<file path="config.mk">
export PLATFORM = sky130hd
export DESIGN_NAME = pwm_output_shutdown_sync
export DESIGN_NICKNAME = d
export VERILOG_FILES = /design/src/pkg/pwm_out_pkg.sv /design/src/rtl/pwm_output_shutdown_sync.sv
export VERILOG_INCLUDE_DIRS = /design/src /design/src/pkg
export SDC_FILE = /design/constraint.sdc
export NUM_CORES = 1
export LEC_CHECK = 0
export BUFFER_PORTS_ARGS = -buffer_cell sky130_fd_sc_hd__buf_4
export CORE_ASPECT_RATIO = 1.25
export CORE_UTILIZATION = 49
export DETAILED_ROUTE_END_ITERATION = 6
export GPL_TIMING_DRIVEN = 0
export PLACE_DENSITY = 0.83
export SETUP_SLACK_MARGIN = 0.15
export SLEW_MARGIN = 20
export SYNTH_ARGS = -nofsm -noshare
export SYNTH_HDL_FRONTEND = slang
export SYNTH_SLANG_ARGS = --single-unit
</file>
<file path="constraint.sdc">
create_clock -name clk -period 1.6 [get_ports clk]
set_input_delay 0.16 -clock clk [delete_from_list [all_inputs] [get_ports clk]]
set_output_delay 0.16 -clock clk [all_outputs]
set_load 0.01 [all_outputs]
</file>
<file path="src/pkg/pwm_out_regs.svh">
// register map and field positions of the pwm output stage
`ifndef PWM_OUT_REGS_SVH
`define PWM_OUT_REGS_SVH
// ****************
// offsets
// ****************
`define OFS_CTRL 8'h00
`define OFS_SHDN 8'h04
`define OFS_OUTCFG 8'h08
`define OFS_RISE 8'h0C
`define OFS_FALL 8'h10
`define OFS_STATUS 8'h14
// ****************
// control register fields
// ****************
`define CTRL_RUN 0
`define CTRL_MODE_LO 1
`define CTRL_MODE_HI 4
`define CTRL_STEERSYNC 5
`define CTRL_LOAD 6
`define CTRL_SYNCRISE 7
// ****************
// shutdown register fields
// ****************
`define SHDN_SRC_LO 0
`define SHDN_EN 8
`define SHDN_AUTO 9
`define SHDN_EVENT 10
`define SHDN_OVR 11
`define SHDN_ACTIVE 12
`define SHDN_RAW_LO 16
// ****************
// output configuration fields
// ****************
`define OCFG_EN_LO 0
`define OCFG_STEER_LO 8
`define OCFG_POL_LO 16
`define OCFG_LVL_LO 24
// ****************
// reset values and bus answers
// ****************
`define RST_CTRL 32'h0000_0000
`define RST_STEER 6'h01
`define RESP_OKAY 2'h0
`define RESP_SLVERR 2'h2
`endif

</file>
<file path="src/pkg/pwm_out_pkg.sv">
// types of the pwm output stage
package pwm_out_pkg;
    typedef enum logic [3:0] {
        single_pwm_mode,
        single_pwm_complementary_mode,
        push_pull_mode,
        push_pull_complementary_mode,
        full_bridge_push_pull_mode,
        full_bridge_push_pull_compl_mode,
        pulse_skip_mode,
        pulse_skip_complementary_mode,
        bridge_reverse_mode,
        bridge_forward_mode,
        fixed_duty_mode,
        fixed_duty_complementary_mode,
        three_phase_mode
    } pwm_mode_t;
endpackage : pwm_out_pkg

</file>
<file path="src/rtl/pwm_output_shutdown_sync.sv">
// pwm output routing, auto-shutdown, sync output and timing buffers
`timescale 1ns/1ps
`include "pwm_out_regs.svh"

// Functional notes
// - pin from port latch or channel
// - single modes steer to any of six
// - disconnected steering forces pin low
// - other modes keep all steering connected
// - synced steering applies at next period while running
// - unsynced steering applies at once
// - active rise to fall, polarity selectable
// - shutdown drives per-channel level
// - shutdown level bypasses polarity
// - selected high source forces shutdown
// - shutdown is OR of eight sources
// - software shutdown event bit exists
// - override holds shutdown against restarts
// - auto restart when sources low
// - manual clear ignored while source high
// - output resumes at next period event
// - sync from period or rising event
// - slaves period at least master's
// - rising sync puts rise at period
// - timing buffered until load, then together
module pwm_output_shutdown_sync #(
    parameter int CHANS = 6,
    parameter int NSRC = 8,
    parameter int TW = 16,
    parameter bit SYNC_SELECTABLE = 1'b1
) (
    input wire logic clk,
    input wire logic rst,
    input wire logic [7:0] s_axi_awaddr,
    input wire logic s_axi_awvalid,
    output logic s_axi_awready,
    input wire logic [31:0] s_axi_wdata,
    input wire logic [3:0] s_axi_wstrb,
    input wire logic s_axi_wvalid,
    output logic s_axi_wready,
    output logic [1:0] s_axi_bresp,
    output logic s_axi_bvalid,
    input wire logic s_axi_bready,
    input wire logic [7:0] s_axi_araddr,
    input wire logic s_axi_arvalid,
    output logic s_axi_arready,
    output logic [31:0] s_axi_rdata,
    output logic [1:0] s_axi_rresp,
    output logic s_axi_rvalid,
    input wire logic s_axi_rready,
    input wire logic periodEvt,
    input wire logic riseEvt,
    input wire logic fallEvt,
    input wire logic [CHANS-1:0] modeChan,
    input wire logic [CHANS-1:0] portLatch,
    input wire logic [NSRC-1:0] shdnSrc,
    output logic [CHANS-1:0] pinOut,
    output logic [TW-1:0] riseTime,
    output logic [TW-1:0] fallTime,
    output logic syncOut
);
    if (CHANS != 6 || NSRC < 1 || NSRC > 8 || TW < 1 || TW > 16)
    begin : badParams
        $error("pwm_output_shutdown_sync: unsupported parameters");
    end

    // ****************
    // helpers
    // ****************
    function automatic logic [31:0] merge(input logic [31:0] old,
                                          input logic [31:0] nw,
                                          input logic [3:0] strb);
        logic [31:0] res;
        res = old;
        for (int i = 0; i < 4; i++)
        begin
            if (strb[i])
                res[i*8 +: 8] = nw[i*8 +: 8];
        end
        return res;
    endfunction : merge

    function automatic logic mapped(input logic [7:0] a);
        return a == `OFS_CTRL || a == `OFS_SHDN || a == `OFS_OUTCFG ||
               a == `OFS_RISE || a == `OFS_FALL || a == `OFS_STATUS;
    endfunction : mapped

    // ****************
    // register state
    // ****************
    logic run_r, steerSync_r, loadReq_r, syncRise_r, active_r;
    pwm_out_pkg::pwm_mode_t mode_r;
    logic shdnEn_r, autoRestart_r, eventBit_r, override_r, shdnHold_r;
    logic [NSRC-1:0] srcSel_r;
    logic [CHANS-1:0] outEn_r, steer_r, pol_r, level_r, steerAct_r;
    logic [CHANS-1:0] pinReg_r, steerEff;
    logic [TW-1:0] riseBuf_r, fallBuf_r, riseDly_r, syncCnt_r;
    logic syncPend_r, singleMode, srcHit, shdnCond, shdnNow;

    // ****************
    // bus slave
    // ****************
    logic [7:0] awAddr_r;
    logic awHave_r, wHave_r, doWrite;
    logic [3:0] wStrb_r;
    logic [31:0] wData_r, wrCtrl, wrShdn, wrOcfg;
    logic [31:0] ctrlView, shdnView, ocfgView, statView;

    assign doWrite = awHave_r && wHave_r && !s_axi_bvalid;

    always_ff @(posedge clk)
    begin
        if (rst)
        begin
            awHave_r <= 1'b0;
            wHave_r <= 1'b0;
            awAddr_r <= 8'h00;
            wData_r <= 32'h0000_0000;
            wStrb_r <= 4'h0;
            s_axi_awready <= 1'b0;
            s_axi_wready <= 1'b0;
            s_axi_bvalid <= 1'b0;
            s_axi_bresp <= `RESP_OKAY;
        end
        else
        begin
            s_axi_awready <= !awHave_r && !(s_axi_awvalid && s_axi_awready);
            s_axi_wready <= !wHave_r && !(s_axi_wvalid && s_axi_wready);
            if (s_axi_awvalid && s_axi_awready)
            begin
                awHave_r <= 1'b1;
                awAddr_r <= s_axi_awaddr;
            end
            if (s_axi_wvalid && s_axi_wready)
            begin
                wHave_r <= 1'b1;
                wData_r <= s_axi_wdata;
                wStrb_r <= s_axi_wstrb;
            end
            if (doWrite)
            begin
                awHave_r <= 1'b0;
                wHave_r <= 1'b0;
                s_axi_bvalid <= 1'b1;
                s_axi_bresp <= mapped({awAddr_r[7:2], 2'h0}) ?
                               `RESP_OKAY : `RESP_SLVERR;
            end
            else if (s_axi_bvalid && s_axi_bready)
                s_axi_bvalid <= 1'b0;
        end
    end

    always_comb
    begin
        ctrlView = 32'h0000_0000;
        ctrlView[`CTRL_RUN] = run_r;
        ctrlView[`CTRL_MODE_HI:`CTRL_MODE_LO] = mode_r;
        ctrlView[`CTRL_STEERSYNC] = steerSync_r;
        ctrlView[`CTRL_LOAD] = loadReq_r;
        ctrlView[`CTRL_SYNCRISE] = syncRise_r;
        shdnView = 32'h0000_0000;
        shdnView[`SHDN_SRC_LO +: NSRC] = srcSel_r;
        shdnView[`SHDN_EN] = shdnEn_r;
        shdnView[`SHDN_AUTO] = autoRestart_r;
        shdnView[`SHDN_EVENT] = eventBit_r;
        shdnView[`SHDN_OVR] = override_r;
        shdnView[`SHDN_ACTIVE] = shdnNow;
        shdnView[`SHDN_RAW_LO +: NSRC] = shdnSrc;
        ocfgView = 32'h0000_0000;
        ocfgView[`OCFG_EN_LO +: CHANS] = outEn_r;
        ocfgView[`OCFG_STEER_LO +: CHANS] = steer_r;
        ocfgView[`OCFG_POL_LO +: CHANS] = pol_r;
        ocfgView[`OCFG_LVL_LO +: CHANS] = level_r;
        statView = 32'h0000_0000;
        statView[`OCFG_EN_LO +: CHANS] = pinOut;
        statView[`OCFG_STEER_LO +: CHANS] = steerEff;
        statView[`OCFG_POL_LO] = active_r;
        statView[`OCFG_LVL_LO] = shdnHold_r;
        wrCtrl = merge(ctrlView, wData_r, wStrb_r);
        wrShdn = merge(shdnView, wData_r, wStrb_r);
        wrOcfg = merge(ocfgView, wData_r, wStrb_r);
    end

    always_ff @(posedge clk)
    begin
        if (rst)
        begin
            s_axi_arready <= 1'b0;
            s_axi_rvalid <= 1'b0;
            s_axi_rdata <= 32'h0000_0000;
            s_axi_rresp <= `RESP_OKAY;
        end
        else if (s_axi_arvalid && s_axi_arready)
        begin
            s_axi_arready <= 1'b0;
            s_axi_rvalid <= 1'b1;
            s_axi_rresp <= mapped({s_axi_araddr[7:2], 2'h0}) ?
                           `RESP_OKAY : `RESP_SLVERR;
            case ({s_axi_araddr[7:2], 2'h0})
                `OFS_CTRL: s_axi_rdata <= ctrlView;
                `OFS_SHDN: s_axi_rdata <= shdnView;
                `OFS_OUTCFG: s_axi_rdata <= ocfgView;
                `OFS_RISE: s_axi_rdata <= 32'(riseBuf_r);
                `OFS_FALL: s_axi_rdata <= 32'(fallBuf_r);
                `OFS_STATUS: s_axi_rdata <= statView;
                default: s_axi_rdata <= 32'h0000_0000;
            endcase
        end
        else if (s_axi_rvalid)
        begin
            if (s_axi_rready)
                s_axi_rvalid <= 1'b0;
        end
        else
            s_axi_arready <= 1'b1;
    end

    logic wrCtrlSel;
    logic wrShdnSel;
    assign wrCtrlSel = doWrite && {awAddr_r[7:2], 2'h0} == `OFS_CTRL;
    assign wrShdnSel = doWrite && {awAddr_r[7:2], 2'h0} == `OFS_SHDN;

    // ****************
    // control and configuration
    // ****************
    always_ff @(posedge clk)
    begin
        if (rst)
        begin
            run_r <= 1'b0;
            mode_r <= pwm_out_pkg::single_pwm_mode;
            steerSync_r <= 1'b0;
            syncRise_r <= 1'b0;
            outEn_r <= '0;
            steer_r <= `RST_STEER;
            pol_r <= '0;
            level_r <= '0;
            riseBuf_r <= '0;
            fallBuf_r <= '0;
        end
        else if (doWrite)
        begin
            case ({awAddr_r[7:2], 2'h0})
                `OFS_CTRL:
                begin
                    run_r <= wrCtrl[`CTRL_RUN];
                    mode_r <= pwm_out_pkg::pwm_mode_t'(
                        wrCtrl[`CTRL_MODE_HI:`CTRL_MODE_LO]);
                    steerSync_r <= wrCtrl[`CTRL_STEERSYNC];
                    // reduced variant keeps sync on the period event
                    syncRise_r <= SYNC_SELECTABLE &&
                                  wrCtrl[`CTRL_SYNCRISE];
                end
                `OFS_OUTCFG:
                begin
                    outEn_r <= wrOcfg[`OCFG_EN_LO +: CHANS];
                    steer_r <= wrOcfg[`OCFG_STEER_LO +: CHANS];
                    pol_r <= wrOcfg[`OCFG_POL_LO +: CHANS];
                    level_r <= wrOcfg[`OCFG_LVL_LO +: CHANS];
                end
                `OFS_RISE: riseBuf_r <= TW'(merge(32'(riseBuf_r), wData_r,
                                              wStrb_r));
                `OFS_FALL: fallBuf_r <= TW'(merge(32'(fallBuf_r), wData_r,
                                              wStrb_r));
                default: ;
            endcase
        end
    end

    // ****************
    // timing buffer transfer
    // ****************
    always_ff @(posedge clk)
    begin
        if (rst)
        begin
            loadReq_r <= 1'b0;
            riseTime <= '0;
            fallTime <= '0;
            riseDly_r <= '0;
        end
        else
        begin
            if (periodEvt && loadReq_r)
            begin
                // both values move in the same period, never one alone
                riseTime <= syncRise_r ? '0 : riseBuf_r;
                fallTime <= fallBuf_r;
                riseDly_r <= riseBuf_r;
                loadReq_r <= 1'b0;
            end
            // a new request written at the boundary is not lost
            if (wrCtrlSel && wrCtrl[`CTRL_LOAD])
                loadReq_r <= 1'b1;
        end
    end

    // ****************
    // steering
    // ****************
    assign singleMode = mode_r == pwm_out_pkg::single_pwm_mode ||
        mode_r == pwm_out_pkg::single_pwm_complementary_mode;
    assign steerEff = singleMode ? steerAct_r : '1;

    always_ff @(posedge clk)
    begin
        if (rst)
            steerAct_r <= `RST_STEER;
        else if (!steerSync_r || !run_r)
            steerAct_r <= steer_r;
        else if (periodEvt)
            steerAct_r <= steer_r;
    end

    // ****************
    // active interval and channel levels
    // ****************
    always_ff @(posedge clk)
    begin
        if (rst || !run_r)
            active_r <= 1'b0;
        else if (fallEvt)
            active_r <= 1'b0;
        else if (riseEvt)
            active_r <= 1'b1;
    end

    logic [CHANS-1:0] chanAct;
    always_comb
    begin
        case (mode_r)
            pwm_out_pkg::single_pwm_mode: chanAct = {CHANS{active_r}};
            pwm_out_pkg::single_pwm_complementary_mode:
                chanAct = {CHANS/2{!active_r, active_r}};
            default: chanAct = modeChan;
        endcase
    end

    always_ff @(posedge clk)
    begin
        if (rst)
            pinReg_r <= '0;
        else
        begin
            for (int i = 0; i < CHANS; i++)
            begin
                if (!steerEff[i])
                    pinReg_r[i] <= 1'b0;
                else if (outEn_r[i])
                    pinReg_r[i] <= (chanAct[i] && run_r) ^ pol_r[i];
                else
                    pinReg_r[i] <= portLatch[i];
            end
        end
    end

    // ****************
    // auto-shutdown
    // ****************
    assign srcHit = shdnEn_r && |(shdnSrc & srcSel_r);
    assign shdnCond = shdnEn_r && (srcHit || eventBit_r || override_r);
    // hold keeps the pins parked until the next period boundary
    assign shdnNow = shdnCond || shdnHold_r;

    always_ff @(posedge clk)
    begin
        if (rst)
        begin
            srcSel_r <= '0;
            shdnEn_r <= 1'b0;
            autoRestart_r <= 1'b0;
            override_r <= 1'b0;
        end
        else if (wrShdnSel)
        begin
            srcSel_r <= wrShdn[`SHDN_SRC_LO +: NSRC];
            shdnEn_r <= wrShdn[`SHDN_EN];
            autoRestart_r <= wrShdn[`SHDN_AUTO];
            override_r <= wrShdn[`SHDN_OVR];
        end
    end

    always_ff @(posedge clk)
    begin
        if (rst)
            eventBit_r <= 1'b0;
        else if (srcHit)
            eventBit_r <= 1'b1;
        else if (wrShdnSel && wrShdn[`SHDN_EVENT])
            eventBit_r <= 1'b1;
        else if (wrShdnSel)
            eventBit_r <= 1'b0;
        else if (autoRestart_r && !override_r)
            eventBit_r <= 1'b0;
    end

    always_ff @(posedge clk)
    begin
        if (rst)
            shdnHold_r <= 1'b0;
        else if (shdnCond)
            shdnHold_r <= 1'b1;
        else if (periodEvt)
            shdnHold_r <= 1'b0;
    end

    // shutdown bypasses the pin flops so a fault needs no clock edge
    always_comb
    begin
        for (int i = 0; i < CHANS; i++)
            pinOut[i] = (shdnNow && outEn_r[i] && steerEff[i]) ?
                        level_r[i] : pinReg_r[i];
    end

    // ****************
    // sync output
    // ****************
    always_ff @(posedge clk)
    begin
        if (rst)
        begin
            syncOut <= 1'b0;
            syncPend_r <= 1'b0;
            syncCnt_r <= '0;
        end
        else
        begin
            syncOut <= 1'b0;
            if (periodEvt)
            begin
                // slaves follow this pulse; their period must not be shorter
                if (!syncRise_r || riseDly_r == '0)
                    syncOut <= 1'b1;
                else
                begin
                    syncPend_r <= 1'b1;
                    syncCnt_r <= TW'(1);
                end
            end
            else if (syncPend_r)
            begin
                if (syncCnt_r == riseDly_r)
                begin
                    syncOut <= 1'b1;
                    syncPend_r <= 1'b0;
                end
                else
                    syncCnt_r <= syncCnt_r + TW'(1);
            end
        end
    end
endmodule : pwm_output_shutdown_sync

</file>
==> qor.yml <==
status: "finished with violations"
failed_checks: "DRC, setup timing"
layout_common_cells: "nand2_1 (200), dfxtp_1 (193), buf_4 (173), a21oi_1 (116), nor2_1 (105)"
p_comb_share_pct: 7.1
stdcell_area_sq_um: 14400
pre_cts_slack_ns: -0.579
wl_per_cell_um: 24.2
drc: 19
synth_cell_types: 61
min_period_ns: 2.46
fin_tns_setup_ns: -37.22
finalHoldViolCount: 0
synth-xor-area-share_pct: 2.70
placed_area_sq_um: 11500
grt_pass1_vias: 10300
synth.area.top_cells: "dfxtp_1 (48%), nand2_1 (9.0%), a21oi_1 (7.9%)"
syn-cell-area_sq_um: 9740
cts_buffers: 23
crit_fanout: 7
drt.antenna.violating_nets: 0
portBuffers: 146
clk_latency_ns: 0.52
p_int_mw: 9.41
num_antenna_cells: 0
avgSynthCellArea_sq_um: 8.40
final_common_cell: "nand2_1"
crit_required_ns: 1.44
dpl.hpwl_mm: 22.7
muxShareOfSynthArea_pct: 7.66
syn_to_final_growth_pct: 48.1
drt_pass1_iterations: 7
clockBufferDepth: 3
tightest_slew_ns: 0.959
gp_congestion: 0.959
synth_adder_area_share_pct: 0.128
utilization_pct: 74.1
maxSlewViolCount: 0
cpMaxStageDelayCell: "dfxtp_2"
ir_drop_uv: 935
path_clk_slew_ns: 0.06
synth_top_family_by_area: "simple AND/OR/NAND/NOR gates"
cts.sinks: 233
setup_violations: 120
yosys_warnings: 0
rsz0062_at_grt: "yes"
synth_edf_count: 0
worstHoldPathCells: 4
die_w_um: 128
yosysTopAreaCell: "dfxtp_1"
power_frac_clock_pct: 44.7
slowest_delay_ns: 0.34
syn_inst: 1159
power_density_nw_per_um2: 856
viasPerCell: 6.37
antenna_found_initial: 1
synth_top_area_share_pct: 47.9
die_area_sq_um: 20500
initial_core_util_pct: 50.0
drtIter0Drc: 1346
rows: 57
grt_pass1_wl_mm: 54.6
p_switching_mw: 2.94
core-area_sq_um: 19500
leakage_nw: 5.85
hold_path_class: "primary input to register"
cts_tree: "yes"
synth_ff_type: "dfxtp_1"
gr-total-overflow: 0
num_vias: 11000
seq_area_frac_synth_pct: 47.9
synth_compound_area_share_pct: 14.7
final_nets: 1533
regArea_sq_um: 4740
crit_arrival_ns: 2.30
fin_crit_sh_pct: 154
critPathLaunchType: "register"
postLayoutSetupSlackWorst_ns: -0.858
clockRootBuffer: "clkbuf_16"
multi_input_area_sq_um: 5700
slew-limit-headroom_pct: 36.1
num-fill-cells: 1162
p_sw_share_pct: 23.8
synth-async-reset-ratio_pct: 0
drive_gt1_share_pct: 34.4
h-tree-depth: 1
timing.fmax_mhz: 407
ys_ff_latch: 233
maxCapViolations: 0
worstRegToRegCells: 6
seq_power_share_pct: 48.1
grt_util_all_layers_pct: 34.4
crit_type: "register to output pin"
skew_ns: 0.0139
grt_max_degree: 15
crit_chain: "a22o_1, a221oi_4, a31oi_4, and3b_1, mux2_4, buf_6"
endpoint_kind: "output pin"
drt_wl_total_mm: 41.9
yosys.area_share.simple_pct: 22.9
pin_count: 162
die_y_um: 160
-- cell families after synthesis --
group | Yosys count
and+or+nand+nor | 499
AOI/OAI and AO/OA | 240
DFF | 233
buffers and inverters | 87
muxes | 68
xor gates and xnor gates | 30
adders and majority gates | 1
other | 1
-- metrics by stage --
| stage | hold slack (ns) | total power, mW | cells |
|---|---|---|---|
| floorplan | 0.239 | 6.36 | 1162 |
| global placement | 0.327 | 6.67 | 1573 |
| detailed placement | 0.326 | 6.68 | 1573 |
| CTS | -0.0575 | 12.1 | 1711 |
| global route | 0.0826 | 12.6 | 1729 |
| finish | 0.0421 | 12.4 | 1729 |
-- metal layers --
layer	part of all wire, %	track usage, %	wire, um
met5	0.19	2.45	80
met3	12	7.60	4930
met4	9.3	21.8	3890
met2	47	59.7	19500
met1	32	37.6	13500
-- registers in the layout, indices dropped and copies added (netlist names), 4 cells and up --
name	count
steer_r	6
steerAct_r	6
s_axi_rdata	30
mode_r	4
fallBuf_r	16
srcSel_r	8
pinReg_r	6
riseTime	16
syncCnt_r	16
wStrb_r	4
riseBuf_r	16
level_r	6
wData_r	28
awAddr_r	6
pol_r	6
outEn_r	6
fallTime	16
riseDly_r	16
-- layout make-up --
type                    instances  share of cell area (%)
multi-input cells             843                    39.5
flip-flops and latches        233                    32.9
repair buffers                262                    16.3
clock buffers                  33                    4.60
plain buffers                  78                    3.61
well taps                     265                    2.30
clock inverters                 6                   0.572
inverters                       9                   0.234
-- Yosys cell counts, drive strengths merged, types with 2 or more instances --
master   instances
nand2b           5
nor2b            8
nand3b           8
and3b            4
a32o             3
nand3           48
a211oi           4
o22ai            5
a21oi          153
inv              8
a32oi            3
o21ai           26
xnor2           11
nand4           14
mux4             4
nor3            12
mux2            12
xor2            19
and2             8
mux2i           52
nor2           117
clkbuf          52
a2111oi          6
or3              4
a22oi           13
and3            21
buf             26
a221oi           4
dfxtp          233
a22o             7
a31o             2
nand2          234
o31ai            2
nor4b            2
nor4            10
a211o            6
-- power by group through the flow --
stage	clock [mW]	combinational, mW	sequential, mW
finish	5.53	0.883	5.94
floorplan	0	0.319	6.04
global route	5.72	0.919	5.94
CTS	5.44	0.753	5.93
detailed placement	0	0.614	6.06
global placement	0	0.609	6.06
-- repair_timing --
item | CTS | global route
cloned | 5 | 0
endpoints found under the hold margin | 50 | 1
hold buffers | 56 | 1
endpoints found under the setup margin | 189 | 219
gates resized for setup | 158 | 154
pin swaps | 65 | 58
setup buffers | 38 | 17
-- critical path, delay by kind of cell, from the launching register on --
| kind | cells | cell delay [ns] |
|---|---|---|
| compound gates | 3 | 0.72 |
| flops | 1 | 0.34 |
| mux | 1 | 0.33 |
| simple gates | 1 | 0.25 |
| buf+inv | 1 | 0.13 |
-- path summary, 6_finish.rpt --
path	startpoint	end	slack, ns
setup / recovery	srcSel_r[0]	pinOut[1]	-0.86
hold / removal	s_axi_wvalid	wData_r[21]	0.04
setup reg to reg	riseBuf_r[2]	s_axi_rdata[2]	-0.66
hold reg to reg	fallTime[8]	fallTime[8]	0.45
Power figures use the tool's default switching activity.
